## config.mk

```make
export PLATFORM = sky130hd
export DESIGN_NAME = bhc_regs
export DESIGN_NICKNAME = d
export VERILOG_FILES = /design/src/hw/bhc_pkg.sv /design/src/hw/bhc_fwd_decode.sv /design/src/hw/bhc_regs.sv /design/src/hw/bhc_sync.sv
export SDC_FILE = /design/constraint.sdc
export NUM_CORES = 1
export LEC_CHECK = 0
export BUFFER_PORTS_ARGS = -buffer_cell sky130_fd_sc_hd__buf_2
export CORE_ASPECT_RATIO = 0.9
export CORE_MARGIN = 10
export CORE_UTILIZATION = 44
export CTS_BUF_LIST = sky130_fd_sc_hd__clkbuf_8 sky130_fd_sc_hd__clkbuf_16
export DETAILED_ROUTE_END_ITERATION = 10
export GPL_ROUTABILITY_DRIVEN = 0
export PLACE_DENSITY = 0.86
export SETUP_SLACK_MARGIN = 0.2
export SYNTH_ARGS = -nofsm -noshare
export SYNTH_HDL_FRONTEND = slang
export SYNTH_SLANG_ARGS = --single-unit
```

## constraint.sdc

```tcl
create_clock -name i_ref_clk -period 3.5 [get_ports i_ref_clk]
set_input_delay 0.175 -clock i_ref_clk [delete_from_list [all_inputs] [get_ports i_ref_clk]]
set_output_delay 0.175 -clock i_ref_clk [all_outputs]
set_load 0.02 [all_outputs]
```

## src/hw/bhc_pkg.sv

```systemverilog
// Package: register map, field layout, constants and carrier types of the bridge header block
`default_nettype none
package bhc_pkg;
   localparam logic [7:0]  OFS_ROM_BASE  = 8'h38;
   localparam logic [7:0]  OFS_INT_CTRL  = 8'h3C;
   localparam logic [31:0] ROM_BASE_VAL  = 32'h0000_0000;
   localparam logic [7:0]  INT_LINE_RST  = 8'h00;
   localparam logic [7:0]  PIN_REVERSE   = 8'h01;
   localparam logic [7:0]  PIN_FORWARD   = 8'h00;
   localparam int          BIT_PAR_EN    = 16;
   localparam int          BIT_SERR_EN   = 17;
   localparam int          BIT_ISA_EN    = 18;
   localparam int          BIT_VGA_EN    = 19;
   localparam int          BIT_VGA16     = 20;
   localparam int          BIT_MABORT    = 21;
   localparam int          BIT_SEC_RESET = 22;
   localparam int          BIT_FBB       = 23;
   localparam int          BIT_PRI_TMO   = 24;
   localparam int          BIT_SEC_TMO   = 25;
   localparam int          BIT_TMO_STAT  = 26;
   localparam int          BIT_DT_SERR   = 27;
   localparam logic [15:0] DISCARD_LONG  = 16'h8000;
   localparam logic [15:0] DISCARD_SHORT = 16'h0400;
   localparam logic [14:0] VGA_MEM_TAG   = 15'h0005;
   localparam logic [9:0]  VGA_IO_A_LO   = 10'h3B0;
   localparam logic [9:0]  VGA_IO_A_HI   = 10'h3BB;
   localparam logic [9:0]  VGA_IO_B_LO   = 10'h3C0;
   localparam logic [9:0]  VGA_IO_B_HI   = 10'h3DF;
   localparam int          SYNC_W        = 2;
   localparam int          SYNC_MODE     = 0;
   localparam int          SYNC_SERR_N   = 1;
   localparam logic [1:0]  SYNC_RST      = 2'h2;

   typedef enum logic [0:0] {
      BHC_IDLE   = 1'b0,
      BHC_ANSWER = 1'b1
   } bhc_bus_t;

   typedef struct packed {
      logic        read;
      logic        write;
      logic [7:0]  address;
      logic [31:0] writedata;
      logic [3:0]  byteenable;
   } bhc_avs_req_t;

   typedef struct packed {
      logic        waitrequest;
      logic [31:0] readdata;
   } bhc_avs_rsp_t;

   typedef struct packed {
      logic [1:0] s1;
      logic [1:0] s2;
   } bhc_sync_t;

   typedef struct packed {
      bhc_bus_t    bus;
      logic        wait_req;
      logic [31:0] rdata;
      logic [7:0]  int_line;
      logic        par_en;
      logic        serr_en;
      logic        isa_en;
      logic        vga_en;
      logic        vga16;
      logic        mabort;
      logic        sec_reset;
      logic        pri_tmo;
      logic        sec_tmo;
      logic        tmo_stat;
      logic        dt_serr;
      logic        serr_prev;
      logic        par_resp;
      logic        mpe_set;
      logic        err_msg;
      logic        err_fatal;
      logic        sys_err_n;
      logic        pri_sys_err_n;
      logic        tgt_abort;
      logic        fill_ones;
      logic        drop_wr;
      logic        sec_rst_n;
      logic        hot_rst;
      logic        io_up;
      logic        io_down;
      logic        mem_down;
      logic [15:0] pri_len;
      logic [15:0] sec_len;
   } bhc_state_t;
endpackage : bhc_pkg
`default_nettype wire

```

## src/hw/bhc_fwd_decode.sv

```systemverilog
// Forwarding decision for ISA-aliased I/O and VGA ranges
`default_nettype none
module bhc_fwd_decode (
   input  wire logic [31:0] i_io_addr,
   input  wire logic [31:0] i_mem_addr,
   input  wire logic        i_io_in_window,
   input  wire logic        i_mem_in_window,
   input  wire logic        i_io_enable,
   input  wire logic        i_mem_enable,
   input  wire logic        i_isa_en,
   input  wire logic        i_vga_en,
   input  wire logic        i_vga16,
   output logic             o_io_up,
   output logic             o_io_down,
   output logic             o_mem_down
);
   import bhc_pkg::*;

   logic       low64k;
   logic       isa_hole;
   logic       vga_io;
   logic       vga_mem;
   logic [9:0] a10;

   always_comb begin
      a10      = i_io_addr[9:0];
      low64k   = (i_io_addr[31:16] == 16'h0000);
      isa_hole = i_isa_en && low64k && (i_io_addr[9:8] != 2'h0);
      vga_io   = low64k && (!i_vga16 || i_io_addr[15:10] == 6'h00)
                 && ((a10 >= VGA_IO_A_LO && a10 <= VGA_IO_A_HI)
                 || (a10 >= VGA_IO_B_LO && a10 <= VGA_IO_B_HI));
      vga_mem  = (i_mem_addr[31:17] == VGA_MEM_TAG);
      o_io_up    = i_io_in_window && isa_hole && !(i_vga_en && vga_io);
      o_io_down  = i_io_enable && ((i_io_in_window && !isa_hole)
                   || (i_vga_en && vga_io));
      o_mem_down = i_mem_enable && (i_mem_in_window || (i_vga_en && vga_mem));
   end
endmodule : bhc_fwd_decode
`default_nettype wire

```

## src/hw/bhc_regs.sv

```systemverilog
// Bridge header control registers at 38h and 3Ch with their control and status effects
//
// Local design decision: the Avalon-MM interface to the registers.
`default_nettype none
module bhc_regs (
   input  wire logic                  i_ref_clk,
   input  wire logic                  i_srst,
   input  wire bhc_pkg::bhc_avs_req_t i_avs_req,
   output bhc_pkg::bhc_avs_rsp_t      o_avs_rsp,
   input  wire logic                  i_mode_reverse,
   input  wire logic                  i_sec_serr_n,
   input  wire logic                  i_err_fatal_sel,
   input  wire logic                  i_poisoned_rx_p,
   input  wire logic                  i_discard_expire_p,
   input  wire logic                  i_master_abort_p,
   input  wire logic                  i_abort_is_read,
   input  wire logic                  i_tabort_possible,
   input  wire logic                  i_serr_enable,
   input  wire logic [31:0]           i_io_addr,
   input  wire logic [31:0]           i_mem_addr,
   input  wire logic                  i_io_in_window,
   input  wire logic                  i_mem_in_window,
   input  wire logic                  i_io_enable,
   input  wire logic                  i_mem_enable,
   output logic                       o_reverse_mode,
   output logic                       o_sec_parity_respond,
   output logic                       o_master_parity_set_p,
   output logic                       o_err_msg_p,
   output logic                       o_err_msg_fatal,
   output logic                       o_system_error_signal_n,
   output logic                       o_primary_system_error_out_n,
   output logic                       o_target_abort_p,
   output logic                       o_abort_fill_ones_p,
   output logic                       o_abort_drop_write_p,
   output logic                       o_sec_bus_reset_n,
   output logic                       o_hot_reset,
   output logic                       o_io_upstream,
   output logic                       o_io_downstream,
   output logic                       o_mem_downstream,
   output logic [15:0]                o_pri_discard_len,
   output logic [15:0]                o_sec_discard_len
);
   import bhc_pkg::*;

   bhc_state_t          st_reg;
   bhc_state_t          st_next;
   logic [SYNC_W-1:0]   pin_s;
   logic                rev;
   logic                serr_n;
   logic                dec_io_up;
   logic                dec_io_down;
   logic                dec_mem_down;
   logic                hit38;
   logic                hit3c;
   logic                take;
   logic                wr3c;
   logic                serr_fell;
   logic                w1c;
   logic [31:0]         rd3c;
   logic [31:0]         wd;
   logic [3:0]          be;

   bhc_sync u_sync (
      .i_ref_clk (i_ref_clk),
      .i_srst    (i_srst),
      .i_pin     ({i_sec_serr_n, i_mode_reverse}),
      .o_level   (pin_s)
   );

   assign rev    = pin_s[SYNC_MODE];
   assign serr_n = pin_s[SYNC_SERR_N];

   bhc_fwd_decode u_dec (
      .i_io_addr       (i_io_addr),
      .i_mem_addr      (i_mem_addr),
      .i_io_in_window  (i_io_in_window),
      .i_mem_in_window (i_mem_in_window),
      .i_io_enable     (i_io_enable),
      .i_mem_enable    (i_mem_enable),
      .i_isa_en        (st_reg.isa_en),
      .i_vga_en        (st_reg.vga_en),
      .i_vga16         (st_reg.vga16),
      .o_io_up         (dec_io_up),
      .o_io_down       (dec_io_down),
      .o_mem_down      (dec_mem_down)
   );

   always_comb begin
      st_next   = st_reg;
      wd        = i_avs_req.writedata;
      be        = i_avs_req.byteenable;
      hit38     = (i_avs_req.address[7:2] == OFS_ROM_BASE[7:2]);
      hit3c     = (i_avs_req.address[7:2] == OFS_INT_CTRL[7:2]);
      take      = (st_reg.bus == BHC_IDLE) && (i_avs_req.read || i_avs_req.write);
      wr3c      = take && i_avs_req.write && hit3c;
      w1c       = wr3c && be[3] && wd[BIT_TMO_STAT];
      serr_fell = st_reg.serr_prev && !serr_n;

      // Readback of the 3Ch word; fields that are read-only in this mode read zero, except the pin byte, which reads 01h in reverse mode
      rd3c                = 32'h0000_0000;
      rd3c[7:0]           = rev ? st_reg.int_line : 8'h00;
      rd3c[15:8]          = rev ? PIN_REVERSE : PIN_FORWARD;
      rd3c[BIT_PAR_EN]    = st_reg.par_en;
      rd3c[BIT_SERR_EN]   = st_reg.serr_en && !rev;
      rd3c[BIT_ISA_EN]    = st_reg.isa_en;
      rd3c[BIT_VGA_EN]    = st_reg.vga_en;
      rd3c[BIT_VGA16]     = st_reg.vga16;
      rd3c[BIT_MABORT]    = st_reg.mabort;
      rd3c[BIT_SEC_RESET] = st_reg.sec_reset;
      rd3c[BIT_FBB]       = 1'b0;
      rd3c[BIT_PRI_TMO]   = st_reg.pri_tmo && rev;
      rd3c[BIT_SEC_TMO]   = st_reg.sec_tmo && !rev;
      rd3c[BIT_TMO_STAT]  = st_reg.tmo_stat;
      rd3c[BIT_DT_SERR]   = st_reg.dt_serr;

      // Bus handshake: one wait cycle, then a single answer cycle
      st_next.bus      = take ? BHC_ANSWER : BHC_IDLE;
      st_next.wait_req = !take;
      if (take && i_avs_req.read) begin
         if (hit38) begin
            st_next.rdata = ROM_BASE_VAL;
         end else if (hit3c) begin
            st_next.rdata = rd3c;
         end else begin
            st_next.rdata = 32'h0000_0000;
         end
      end

      if (wr3c) begin
         if (be[0] && rev) begin
            st_next.int_line = wd[7:0];
         end
         if (be[2]) begin
            st_next.par_en    = wd[BIT_PAR_EN];
            st_next.isa_en    = wd[BIT_ISA_EN];
            st_next.vga_en    = wd[BIT_VGA_EN];
            st_next.vga16     = wd[BIT_VGA16];
            st_next.mabort    = wd[BIT_MABORT];
            st_next.sec_reset = wd[BIT_SEC_RESET];
            if (!rev) begin
               st_next.serr_en = wd[BIT_SERR_EN];
            end
         end
         if (be[3]) begin
            st_next.dt_serr = wd[BIT_DT_SERR];
            if (rev) begin
               st_next.pri_tmo = wd[BIT_PRI_TMO];
            end else begin
               st_next.sec_tmo = wd[BIT_SEC_TMO];
            end
         end
      end

      // A new expiry wins over a clearing write in the same cycle
      st_next.tmo_stat = (st_reg.tmo_stat && !w1c) || i_discard_expire_p;

      st_next.serr_prev = serr_n;
      st_next.par_resp  = !rev && st_reg.par_en;
      st_next.mpe_set   = rev && st_reg.par_en && i_poisoned_rx_p;
      st_next.err_msg   = !rev && ((st_reg.serr_en && serr_fell)
                          || (st_reg.dt_serr && i_discard_expire_p));
      st_next.err_fatal = i_err_fatal_sel;
      st_next.pri_sys_err_n = !(rev && st_reg.dt_serr && i_discard_expire_p);
      st_next.fill_ones = i_master_abort_p && !st_reg.mabort && i_abort_is_read;
      st_next.drop_wr   = i_master_abort_p && !st_reg.mabort && !i_abort_is_read;
      st_next.tgt_abort = i_master_abort_p && st_reg.mabort && i_tabort_possible;
      st_next.sys_err_n = !(i_master_abort_p && st_reg.mabort && !i_tabort_possible
                          && i_serr_enable);
      st_next.sec_rst_n = !(!rev && st_reg.sec_reset);
      st_next.hot_rst   = rev && st_reg.sec_reset;
      st_next.pri_len   = (rev && st_reg.pri_tmo) ? DISCARD_SHORT : DISCARD_LONG;
      st_next.sec_len   = (!rev && st_reg.sec_tmo) ? DISCARD_SHORT : DISCARD_LONG;
      st_next.io_up     = dec_io_up;
      st_next.io_down   = dec_io_down;
      st_next.mem_down  = dec_mem_down;
   end

   always_ff @(posedge i_ref_clk) begin
      if (i_srst) begin
         st_reg               <= '0;
         st_reg.bus           <= BHC_IDLE;
         st_reg.wait_req      <= 1'b1;
         st_reg.int_line      <= INT_LINE_RST;
         st_reg.serr_prev     <= 1'b1;
         st_reg.sys_err_n     <= 1'b1;
         st_reg.pri_sys_err_n <= 1'b1;
         st_reg.sec_rst_n     <= 1'b1;
         st_reg.pri_len       <= DISCARD_LONG;
         st_reg.sec_len       <= DISCARD_LONG;
      end else begin
         st_reg <= st_next;
      end
   end

   assign o_avs_rsp.waitrequest      = st_reg.wait_req;
   assign o_avs_rsp.readdata         = st_reg.rdata;
   assign o_reverse_mode             = pin_s[SYNC_MODE];
   assign o_sec_parity_respond       = st_reg.par_resp;
   assign o_master_parity_set_p      = st_reg.mpe_set;
   assign o_err_msg_p                = st_reg.err_msg;
   assign o_err_msg_fatal            = st_reg.err_fatal;
   assign o_system_error_signal_n    = st_reg.sys_err_n;
   assign o_primary_system_error_out_n = st_reg.pri_sys_err_n;
   assign o_target_abort_p           = st_reg.tgt_abort;
   assign o_abort_fill_ones_p        = st_reg.fill_ones;
   assign o_abort_drop_write_p       = st_reg.drop_wr;
   assign o_sec_bus_reset_n          = st_reg.sec_rst_n;
   assign o_hot_reset                = st_reg.hot_rst;
   assign o_io_upstream              = st_reg.io_up;
   assign o_io_downstream            = st_reg.io_down;
   assign o_mem_downstream           = st_reg.mem_down;
   assign o_pri_discard_len          = st_reg.pri_len;
   assign o_sec_discard_len          = st_reg.sec_len;
endmodule : bhc_regs
`default_nettype wire

```

## src/hw/bhc_sync.sv

```systemverilog
// Two-flop synchronisers for the pin inputs of the header block
`default_nettype none
module bhc_sync (
   input  wire logic                      i_ref_clk,
   input  wire logic                      i_srst,
   input  wire logic [bhc_pkg::SYNC_W-1:0] i_pin,
   output logic      [bhc_pkg::SYNC_W-1:0] o_level
);
   import bhc_pkg::*;

   bhc_sync_t st_reg;
   bhc_sync_t st_next;

   always_comb begin
      st_next    = st_reg;
      st_next.s1 = i_pin;
      st_next.s2 = st_reg.s1;
   end

   always_ff @(posedge i_ref_clk) begin
      if (i_srst) begin
         st_reg <= '{s1: SYNC_RST, s2: SYNC_RST};
      end else begin
         st_reg <= st_next;
      end
   end

   assign o_level = st_reg.s2;
endmodule : bhc_sync
`default_nettype wire

```

==> results of run 1 <==
[through the flow]
step	hold WS, ns	util
3_5_place_dp	0.3548	0.5153
2_1_floorplan	0.2508	-
3_3_place_gp	0.3508	0.5153
6_report	0.03418	0.5541
5_1_grt	0.01014	0.5541
4_1_cts	0.01189	0.5541
[synthesized netlist by cell type (3+ instances only)]
cell type,number
and3_1,5
or2_2,3
a21oi_1,14
nor4_1,8
clkbuf_1,7
nand2b_1,3
o21ai_0,4
nand2_1,18
buf_4,65
dfxtp_1,64
nor2_1,31
mux2i_1,16
nand4_1,4
inv_1,7
nor2b_1,5
a22oi_1,9
nand3_1,11
[worst max-delay path, stage by stage, from the launching register on]
cell	delay [ns]
dfxtp_1	0.51
inv_1	0.19
nor4_2	0.92
a22oi_1	0.16
nor2_1	0.15
[placed cells by master, fill, tap and decap left out, drive strengths merged, types with 2 or more instances in the layout]
cell type	instances
conb	40
nor4b	2
nand4	4
nand2b	3
or2	4
dfxtp	64
nand2	18
o21ai	4
clkinv	2
or4	2
clkbuf	10
mux2i	16
a41o	2
nor4	10
dlygate4sd3	2
nand3	11
a21oi	14
nor2b	5
nor2	31
inv	7
and2	2
bufinv	2
nor3	2
a22oi	9
buf	130
and3	5
[what timing repair did]
action                                 CTS  global route
endpoints found under the hold margin    2             0
setup buffers                            0             0
hold buffers                             2             0
[cell type report]
class | instances | area share
clock inverter | 5 | 0.02387
clock buffer | 10 | 0.04040
multi-input combinational | 196 | 0.3224
tap | 87 | 0.03195
sequential | 64 | 0.3761
inverter | 7 | 0.007712
timing repair buffer | 132 | 0.1976
[cell families (layout without fill, tap and decap cells)]
family,count (synthesis),in the layout,share of synthesized area
muxes,16,16,0.05712
AOI/OAI and AO/OA,35,35,0.07899
other,1,40,0.001337
buffers and inverters,83,154,0.2035
DFF,64,64,0.4569
and+or+nand+nor,105,105,0.2021
[layer usage]
metal / GRT usage / part of all wire / vias up
met5: 0 / 0 / -
met4: 0.06713 / 0.024 / 0
met3: 0.06814 / 0.076 / 14
met2: 0.2664 / 0.51 / 110
met1: 0.1540 / 0.39 / 1064
li1: - / - / 1143
[power by group through the flow]
stage / clock (mW) / combinational (mW) / sequential (mW)
after floorplan: 0 / 0.109 / 0.758
after global placement: 0 / 0.136 / 0.756
after detailed placement: 0 / 0.139 / 0.756
after CTS: 0.705 / 0.141 / 0.739
after global routing: 0.746 / 0.157 / 0.740
final: 0.689 / 0.144 / 0.739
[final timing paths]
path	endpoint	slack, ns	depth (start not counted)
setup / recovery	o_avs_rsp[6]	1.48	4
hold / removal	o_system_error_signal_n	0.03	2
setup reg to reg	o_avs_rsp[6]	1.48	4
hold reg to reg	o_sec_bus_reset_n	0.42	1
==> impl_metrics.env, run 1 <==
export IMPL_outcome="complete, no violations"
export IMPL_crit_path_max_fanout=10
export IMPL_grt_max_degree=51
export IMPL_cts_buffer_depth=2
export IMPL_cts_tree="done"
export IMPL_routed_wirelength_mm=7.907
export IMPL_nFillCells=591
export IMPL_cts_buffers=9
export IMPL_antenna_found_initial=0
export IMPL_viasPerCell=4.653
export IMPL_drt_pass1_iterations=4
export IMPL_drt_iter0_drc=128
export IMPL_n_antenna_cell=0
export IMPL_final_antenna_net_count=0
export IMPL_yosysSeqAreaShare=0.4569
export IMPL_ys_warnings_count=0
export IMPL_hold_start="i_serr_enable"
export IMPL_insertion_delay_ns=0.33
export IMPL_syn_area_um2=2804
export IMPL_tightest_slew_ns=1.021
export IMPL_vdd_ir_drop_max_v=0.0002541
export IMPL_p_comb_frac=0.092
export IMPL_internal_power_mw=1.202
export IMPL_r2r_start="u_sync.o_level[0]"
export IMPL_ys_flop_type="dfxtp_1"
export IMPL_placed_area_um2=3168
export IMPL_chipHeight_um=95.73
export IMPL_slew_headroom=0.3139
export IMPL_pre_cts_ws_ns=1.511
export IMPL_p_sw_mw=0.3701
export IMPL_layout_area_seq_um2=1281
export IMPL_max_cap_violations=0
export IMPL_finalMaxSlewViolations=0
export IMPL_die_w_um=104.1
export IMPL_cts_clk_slew_worst_paths_ns=0.07
export IMPL_max_freq_ghz=0.4951
export IMPL_setup_violations_final=0
export IMPL_cts_resized=0
export IMPL_hpwl_mm=6.187
export IMPL_core_area_um2=6148
export IMPL_min_period_ns=2.020
export IMPL_syn_inst=304
export IMPL_crit_required_ns=3.76
export IMPL_placed_cells=484
export IMPL_power_mw=1.572
export IMPL_avgSynthCellArea_um2=9.223
export IMPL_final_nets=535
export IMPL_fin_crit_sh=0.5771
export IMPL_fin_cells=501
export IMPL_routedWlPerCell_um=15.78
export IMPL_cellLeakagePower_nw=1.629
export IMPL_arrival_ns=2.27
export IMPL_grt_first_pass_wirelength_mm=12.01
export IMPL_synth_distinct_cells=41
export IMPL_htree_levels=3
export IMPL_drc=0
export IMPL_finalHoldViolations=0
export IMPL_yosys_top_cells_area="dfxtp_1 46%, buf_4 17%, mux2i_1 5.7%"
export IMPL_setup_tns_ns=0
export IMPL_port_buffer_count=129
export IMPL_synthArstFlopShare=0
export IMPL_largest_register_ffs=21
export IMPL_drive_gt1_frac=0.3671
export IMPL_criticalPathCategory="flip-flop to flip-flop"
export IMPL_pwr_density_cell_nw_per_um2=461.5
export IMPL_multi_input_area_um2=1099
export IMPL_cts_root_buf="clkbuf_8"
export IMPL_vias=2331
export IMPL_skew_ns=0.007970
export IMPL_swShare=0.2354
export IMPL_boundaryPins=205
export IMPL_setup_ws_ns=1.480
export IMPL_cts_sinks=64
export IMPL_dieArea_um2=9970
export IMPL_initial_core_util=0.4560
export IMPL_grt_util_all_layers=0.1507
export IMPL_ys_seq_elements=64
export IMPL_placementRows=27
export IMPL_synth_top_cell_area_share=0.4569
export IMPL_design_area_um2=3407
export IMPL_critPathLaunch="u_sync.o_level[0]"
export IMPL_first_global_vias=2391
export IMPL_clock_power_share=0.438
export IMPL_synth_top_area_cell="dfxtp_1"
export IMPL_crit_path_start_kind="flip-flop"
export IMPL_worst_setup_path_end_kind="flip-flop"
export IMPL_syn_to_final_growth_pct=21.51
export IMPL_p_seq_frac=0.470
export IMPL_synth_edf_count=0
export IMPL_grt_ovfl_total=0
export IMPL_rsz0062_at_grt="no"
export IMPL_hold_path_class="input port to flip-flop"
(Power assumes the default switching activity.)
==> inputs of run 2 (changes only) <==
Settings changed: CORE_UTILIZATION 44 to 40, PLACE_DENSITY 0.86 to 0.79.
Clock period 3.5 ns to 1.95 ns, I/O delays scaled along.
==> impl_metrics.env, run 2 (synthesized netlist as in run 1, its figures left out) <==
export IMPL_r2r_start="st_reg[99]"
export IMPL_cts_tree="done"
export IMPL_cts_clk_slew_worst_paths_ns=0.07
export IMPL_drt_iter0_drc=88
export IMPL_routed_wirelength_mm=8.160
export IMPL_max_cap_violations=0
export IMPL_reg2reg_slack_ns=0.28
export IMPL_first_global_vias=2603
export IMPL_drive_gt1_frac=0.3685
export IMPL_port_buffer_count=129
export IMPL_cellLeakagePower_nw=1.765
export IMPL_final_nets=565
export IMPL_cts_root_buf="clkbuf_8"
export IMPL_grt_ovfl_total=0
export IMPL_routedWlPerCell_um=15.25
export IMPL_final_antenna_net_count=0
export IMPL_hpwl_mm=6.378
export IMPL_topRoutingLayerUsed="met4"
export IMPL_htree_levels=3
export IMPL_hold_end="st_reg[63]"
export IMPL_whs_path_depth=3
export IMPL_initial_core_util=0.4190
export IMPL_finalMaxSlewViolations=0
export IMPL_placementRows=28
export IMPL_wl_met2_mm=4.189
export IMPL_r2r_end="st_reg[56]"
export IMPL_outcome="complete, no violations"
export IMPL_grt_first_pass_wirelength_mm=12.32
export IMPL_whs_ns=0.01124
export IMPL_worst_setup_path_end_kind="flip-flop"
export IMPL_core_area_um2=6691
export IMPL_cts_buffer_depth=2
export IMPL_die_w_um=108.3
export IMPL_placed_area_um2=3239
export IMPL_cts_sinks=64
export IMPL_design_area_um2=3679
export IMPL_antenna_found_initial=0
export IMPL_grt_util_all_layers=0.1434
export IMPL_cts_buffers=9
export IMPL_cpPeakStageDelay_ns=0.57
export IMPL_nFillCells=624
export IMPL_min_period_ns=1.672
export IMPL_fin_util=0.5497
export IMPL_drc=0
export IMPL_setup_violations_final=0
export IMPL_fin_crit_sh=0.8576
export IMPL_skew_ns=0.005947
export IMPL_drt_pass1_iterations=4
export IMPL_dieArea_um2=10760
export IMPL_max_freq_ghz=0.5979
export IMPL_crit_path_start_kind="flip-flop"
export IMPL_arrival_ns=1.94
export IMPL_route_met3_wl_um=719
export IMPL_syn_to_final_growth_pct=31.19
export IMPL_criticalPathCategory="flip-flop to flip-flop"
export IMPL_chipHeight_um=99.43
export IMPL_hold_start="i_avs_req[9]"
export IMPL_layout_commonest_cell="buf_2"
export IMPL_hold_path_class="input port to flip-flop"
export IMPL_wl_met1_mm=3.107
export IMPL_vias=2450
export IMPL_largest_register_ffs=21
export IMPL_finalHoldViolations=0
export IMPL_pwr_density_cell_nw_per_um2=767.7
export IMPL_n_antenna_cell=0
export IMPL_final_cell_mix="129 x buf_2, 64 x dfxtp_1, 40 x conb_1, 31 x nor2_1, 21 x dlygate4sd3_1"
export IMPL_rsz0062_at_grt="no"
export IMPL_vdd_ir_drop_max_v=0.0003297
export IMPL_path_cells="nand2b_2 -> or4_4 -> or3b_1 -> a21oi_1"
export IMPL_grt_max_degree=30
export IMPL_crit_slowest_cell="or4_4"
export IMPL_viasPerCell=4.579
export IMPL_crit_required_ns=2.22
export IMPL_worstRegToRegCells=4
export IMPL_crit_path_max_fanout=4
export IMPL_setup_tns_ns=0
export IMPL_boundaryPins=205
export IMPL_insertion_delay_ns=0.33
-- run 2: cell types whose count changed in the layout (fill, tap and decap cells not counted) --
cell           delta
buf_4            +11
nand2b_1          -1
clkbuf_8          -1
clkinvlp_4        -1
nand2b_2          +1
dlygate4sd3_1    +19
inv_1             +1
clkinv_2          +2
-- run 2: stage by stage --
stage                     power, mW  setup WS [ns]  instances
after floorplan               1.557         0.2468        343
after global placement        1.610         0.3221        496
after detailed placement      1.615         0.2568        496
after CTS                     2.850         0.2536        533
after global routing          2.931         0.2171        535
final                         2.824         0.2776        535
-- run 2: cell type report --
| type | count | area [µm²] | area share |
|---|---|---|---|
| Inverter | 7 | 26.28 | 0.007143 |
| Multi-Input combinational cell | 196 | 1101 | 0.2993 |
| Clock inverter | 7 | 87.58 | 0.02381 |
| Sequential cell | 64 | 1281 | 0.3483 |
| Clock buffer | 9 | 123.9 | 0.03367 |
| Timing Repair Buffer | 162 | 945.9 | 0.2571 |
| Tap cell | 90 | 112.6 | 0.03061 |
-- run 2: how the worst max path moves through the flow --
stage	from	endpoint	slack, ns	depth (start not counted)
finish	st_reg[99]	st_reg[56]	0.28	4
CTS	st_reg[99]	st_reg[56]	0.25	4
floorplan	u_sync.o_level[0]	o_avs_rsp[0]	0.25	5
detailed placement	st_reg[99]	st_reg[56]	0.26	4
global placement	i_avs_req[43]	st_reg[56]	0.32	5
global route	st_reg[99]	st_reg[56]	0.22	4
-- run 2: critical path, delay by kind of cell (launching register included) --
kind / cells / cell delay (ns)
flops: 1 / 0.32
compound gates: 1 / 0.12
simple gates: 3 / 1.16
-- run 2: timing repair --
| action | CTS | global route |
|---|---|---|
| buffers inserted | 0 | 2 |
| endpoints found under the setup margin | 0 | 1 |
| resized for setup | 0 | 1 |
| endpoints found under the hold margin | 21 | 0 |
| hold buffers | 21 | 0 |
-- run 2: per-layer routing --
layer,track usage,up-vias
met5,0,-
met4,0.05268,0
met3,0.05935,14
met2,0.2588,94
met1,0.1439,1141
li1,-,1201
-- run 2: report_power, final --
| part | switching [mW] | internal [mW] | total [mW] | leakage, nW |
|---|---|---|---|---|
| clock network | 0.490 | 0.710 | 1.20 | 0.114 |
| registers | 0.00716 | 1.32 | 1.33 | 0.518 |
| logic | 0.175 | 0.121 | 0.296 | 1.13 |
==> inputs of run 3 (changes only) <==
Settings changed: REMOVE_ABC_BUFFERS set to 1.
==> impl_metrics.env, run 3 (synthesized netlist as in run 1, its figures left out) <==
export IMPL_cts_tree="done"
export IMPL_pwr_density_cell_nw_per_um2=709.4
export IMPL_finalMaxSlewViolations=0
export IMPL_final_cell_mix="129 x buf_2, 64 x dfxtp_1, 40 x conb_1, 31 x nor2_1, 24 x dlygate4sd3_1"
export IMPL_max_cap_violations=0
export IMPL_worst_path_buf_inv=0
export IMPL_vdd_ir_drop_max_v=0.0004407
export IMPL_grt_util_all_layers=0.1468
export IMPL_port_buffer_count=129
export IMPL_routedWlPerCell_um=15.19
export IMPL_drt_pass1_iterations=4
export IMPL_crit_path_max_fanout=8
export IMPL_viasPerCell=4.486
export IMPL_hpwl_mm=6.189
export IMPL_crit_slowest_cell="or4_4"
export IMPL_antenna_found_initial=0
export IMPL_placed_area_um2=3259
export IMPL_worstRegToRegCells=4
export IMPL_cellLeakagePower_nw=1.742
export IMPL_drive_gt1_frac=0.3647
export IMPL_power_mw=2.605
export IMPL_initial_core_util=0.4190
export IMPL_cts_sinks=64
export IMPL_cts_buffers=9
export IMPL_crit_required_ns=2.22
export IMPL_grt_max_degree=49
export IMPL_crit_path_start_kind="flip-flop"
export IMPL_fin_crit_sh=0.8485
export IMPL_outcome="complete, no violations"
export IMPL_first_global_vias=2477
export IMPL_skew_ns=0.006277
export IMPL_core_area_um2=6691
export IMPL_layout_commonest_cell="buf_2"
export IMPL_placementRows=28
export IMPL_cts_root_buf="clkbuf_8"
export IMPL_final_antenna_net_count=0
export IMPL_criticalPathCategory="flip-flop to flip-flop"
export IMPL_whs_ns=0.02000
export IMPL_reg2reg_slack_ns=0.30
export IMPL_worst_setup_path_end_kind="flip-flop"
export IMPL_finalHoldViolations=0
export IMPL_hold_path_class="input port to flip-flop"
export IMPL_grt_first_pass_wirelength_mm=12.48
export IMPL_arrival_ns=1.93
export IMPL_grt_ovfl_total=0
export IMPL_r2r_end="st_reg[56]"
export IMPL_setup_ws_ns=0.2954
export IMPL_max_freq_ghz=0.6044
export IMPL_largest_register_ffs=21
export IMPL_dieArea_um2=10760
export IMPL_whs_path_depth=3
export IMPL_final_nets=567
export IMPL_path_cells="nand2b_1 -> or4_4 -> or3b_1 -> a21oi_1"
export IMPL_n_antenna_cell=0
export IMPL_routed_wirelength_mm=8.156
export IMPL_syn_to_final_growth_pct=30.97
export IMPL_min_period_ns=1.655
export IMPL_insertion_delay_ns=0.33
export IMPL_rsz0062_at_grt="no"
export IMPL_setup_violations_final=0
export IMPL_nFillCells=647
export IMPL_cts_clk_slew_worst_paths_ns=0.07
export IMPL_cts_buffer_depth=2
export IMPL_r2r_start="st_reg[99]"
export IMPL_setup_tns_ns=0
export IMPL_drt_iter0_drc=70
export IMPL_htree_levels=3
export IMPL_hold_end="st_reg[50]"
export IMPL_cpPeakStageDelay_ns=0.55
export IMPL_critPathTopFamily="simple AND/OR/NAND/NOR gates"
export IMPL_cts_resized=0
export IMPL_hold_start="i_avs_req[28]"
export IMPL_vias=2409
export IMPL_boundaryPins=205
export IMPL_chipHeight_um=99.43
export IMPL_design_area_um2=3672
export IMPL_pre_cts_ws_ns=0.2757
export IMPL_drc=0
export IMPL_die_w_um=108.3
## run 3: what timing repair did
item / CTS / global route
setup buffers: 0 / 0
hold buffers: 24 / 0
hold endpoints to repair: 24 / 0
endpoints found under the setup margin: 0 / 0
## run 3: how the worst max path moves through the flow
stage                      startpoint      endpoint  slack, ns  cells past startpoint
floorplan           u_sync.o_level[0]  o_avs_rsp[0]       0.34                      4
global placement        i_avs_req[43]    st_reg[56]       0.30                      5
detailed placement      i_avs_req[43]    st_reg[56]       0.28                      5
CTS                        st_reg[99]    st_reg[56]       0.29                      4
global route               st_reg[99]    st_reg[56]       0.23                      4
finish                     st_reg[99]    st_reg[56]       0.30                      4
## run 3: report_power, final
group / internal (mW) / leakage (nW) / switching (mW)
logic: 0.128 / 1.15 / 0.177
registers: 1.32 / 0.518 / 0.00552
clock network: 0.457 / 0.0772 / 0.517
## run 3: cell type report
| cell class | count | area, µm² | share of cell area |
|---|---|---|---|
| inverter | 7 | 26.28 | 0.007155 |
| timing repair buffer | 164 | 980.9 | 0.2671 |
| clock buffer | 9 | 123.9 | 0.03373 |
| sequential | 64 | 1281 | 0.3489 |
| multi-input combinational | 196 | 1099 | 0.2991 |
| tap | 90 | 112.6 | 0.03066 |
| clock inverter | 7 | 48.80 | 0.01329 |
## run 3: per-layer routing
metal  vias to the layer above  routed length (µm)  GRT usage
met1                      1095                3176     0.1510
met5                         -                   0          0
li1                       1204                   -          -
met2                       105                4070     0.2556
met3                         5                 864    0.08258
met4                         0                  44    0.03040
## run 3: through the flow
step                      std cells  utilization
after floorplan                 267            -
after global placement          497       0.4871
after detailed placement        497       0.4871
after CTS                       537       0.5488
after global routing            537       0.5488
final                           537       0.5488
## run 3: worst register-to-register path, stage by stage (launching register included)
cell and delay [ns]:
dfxtp_1 0.33, nand2b_1 0.21, or4_4 0.55, or3b_1 0.38, a21oi_1 0.12
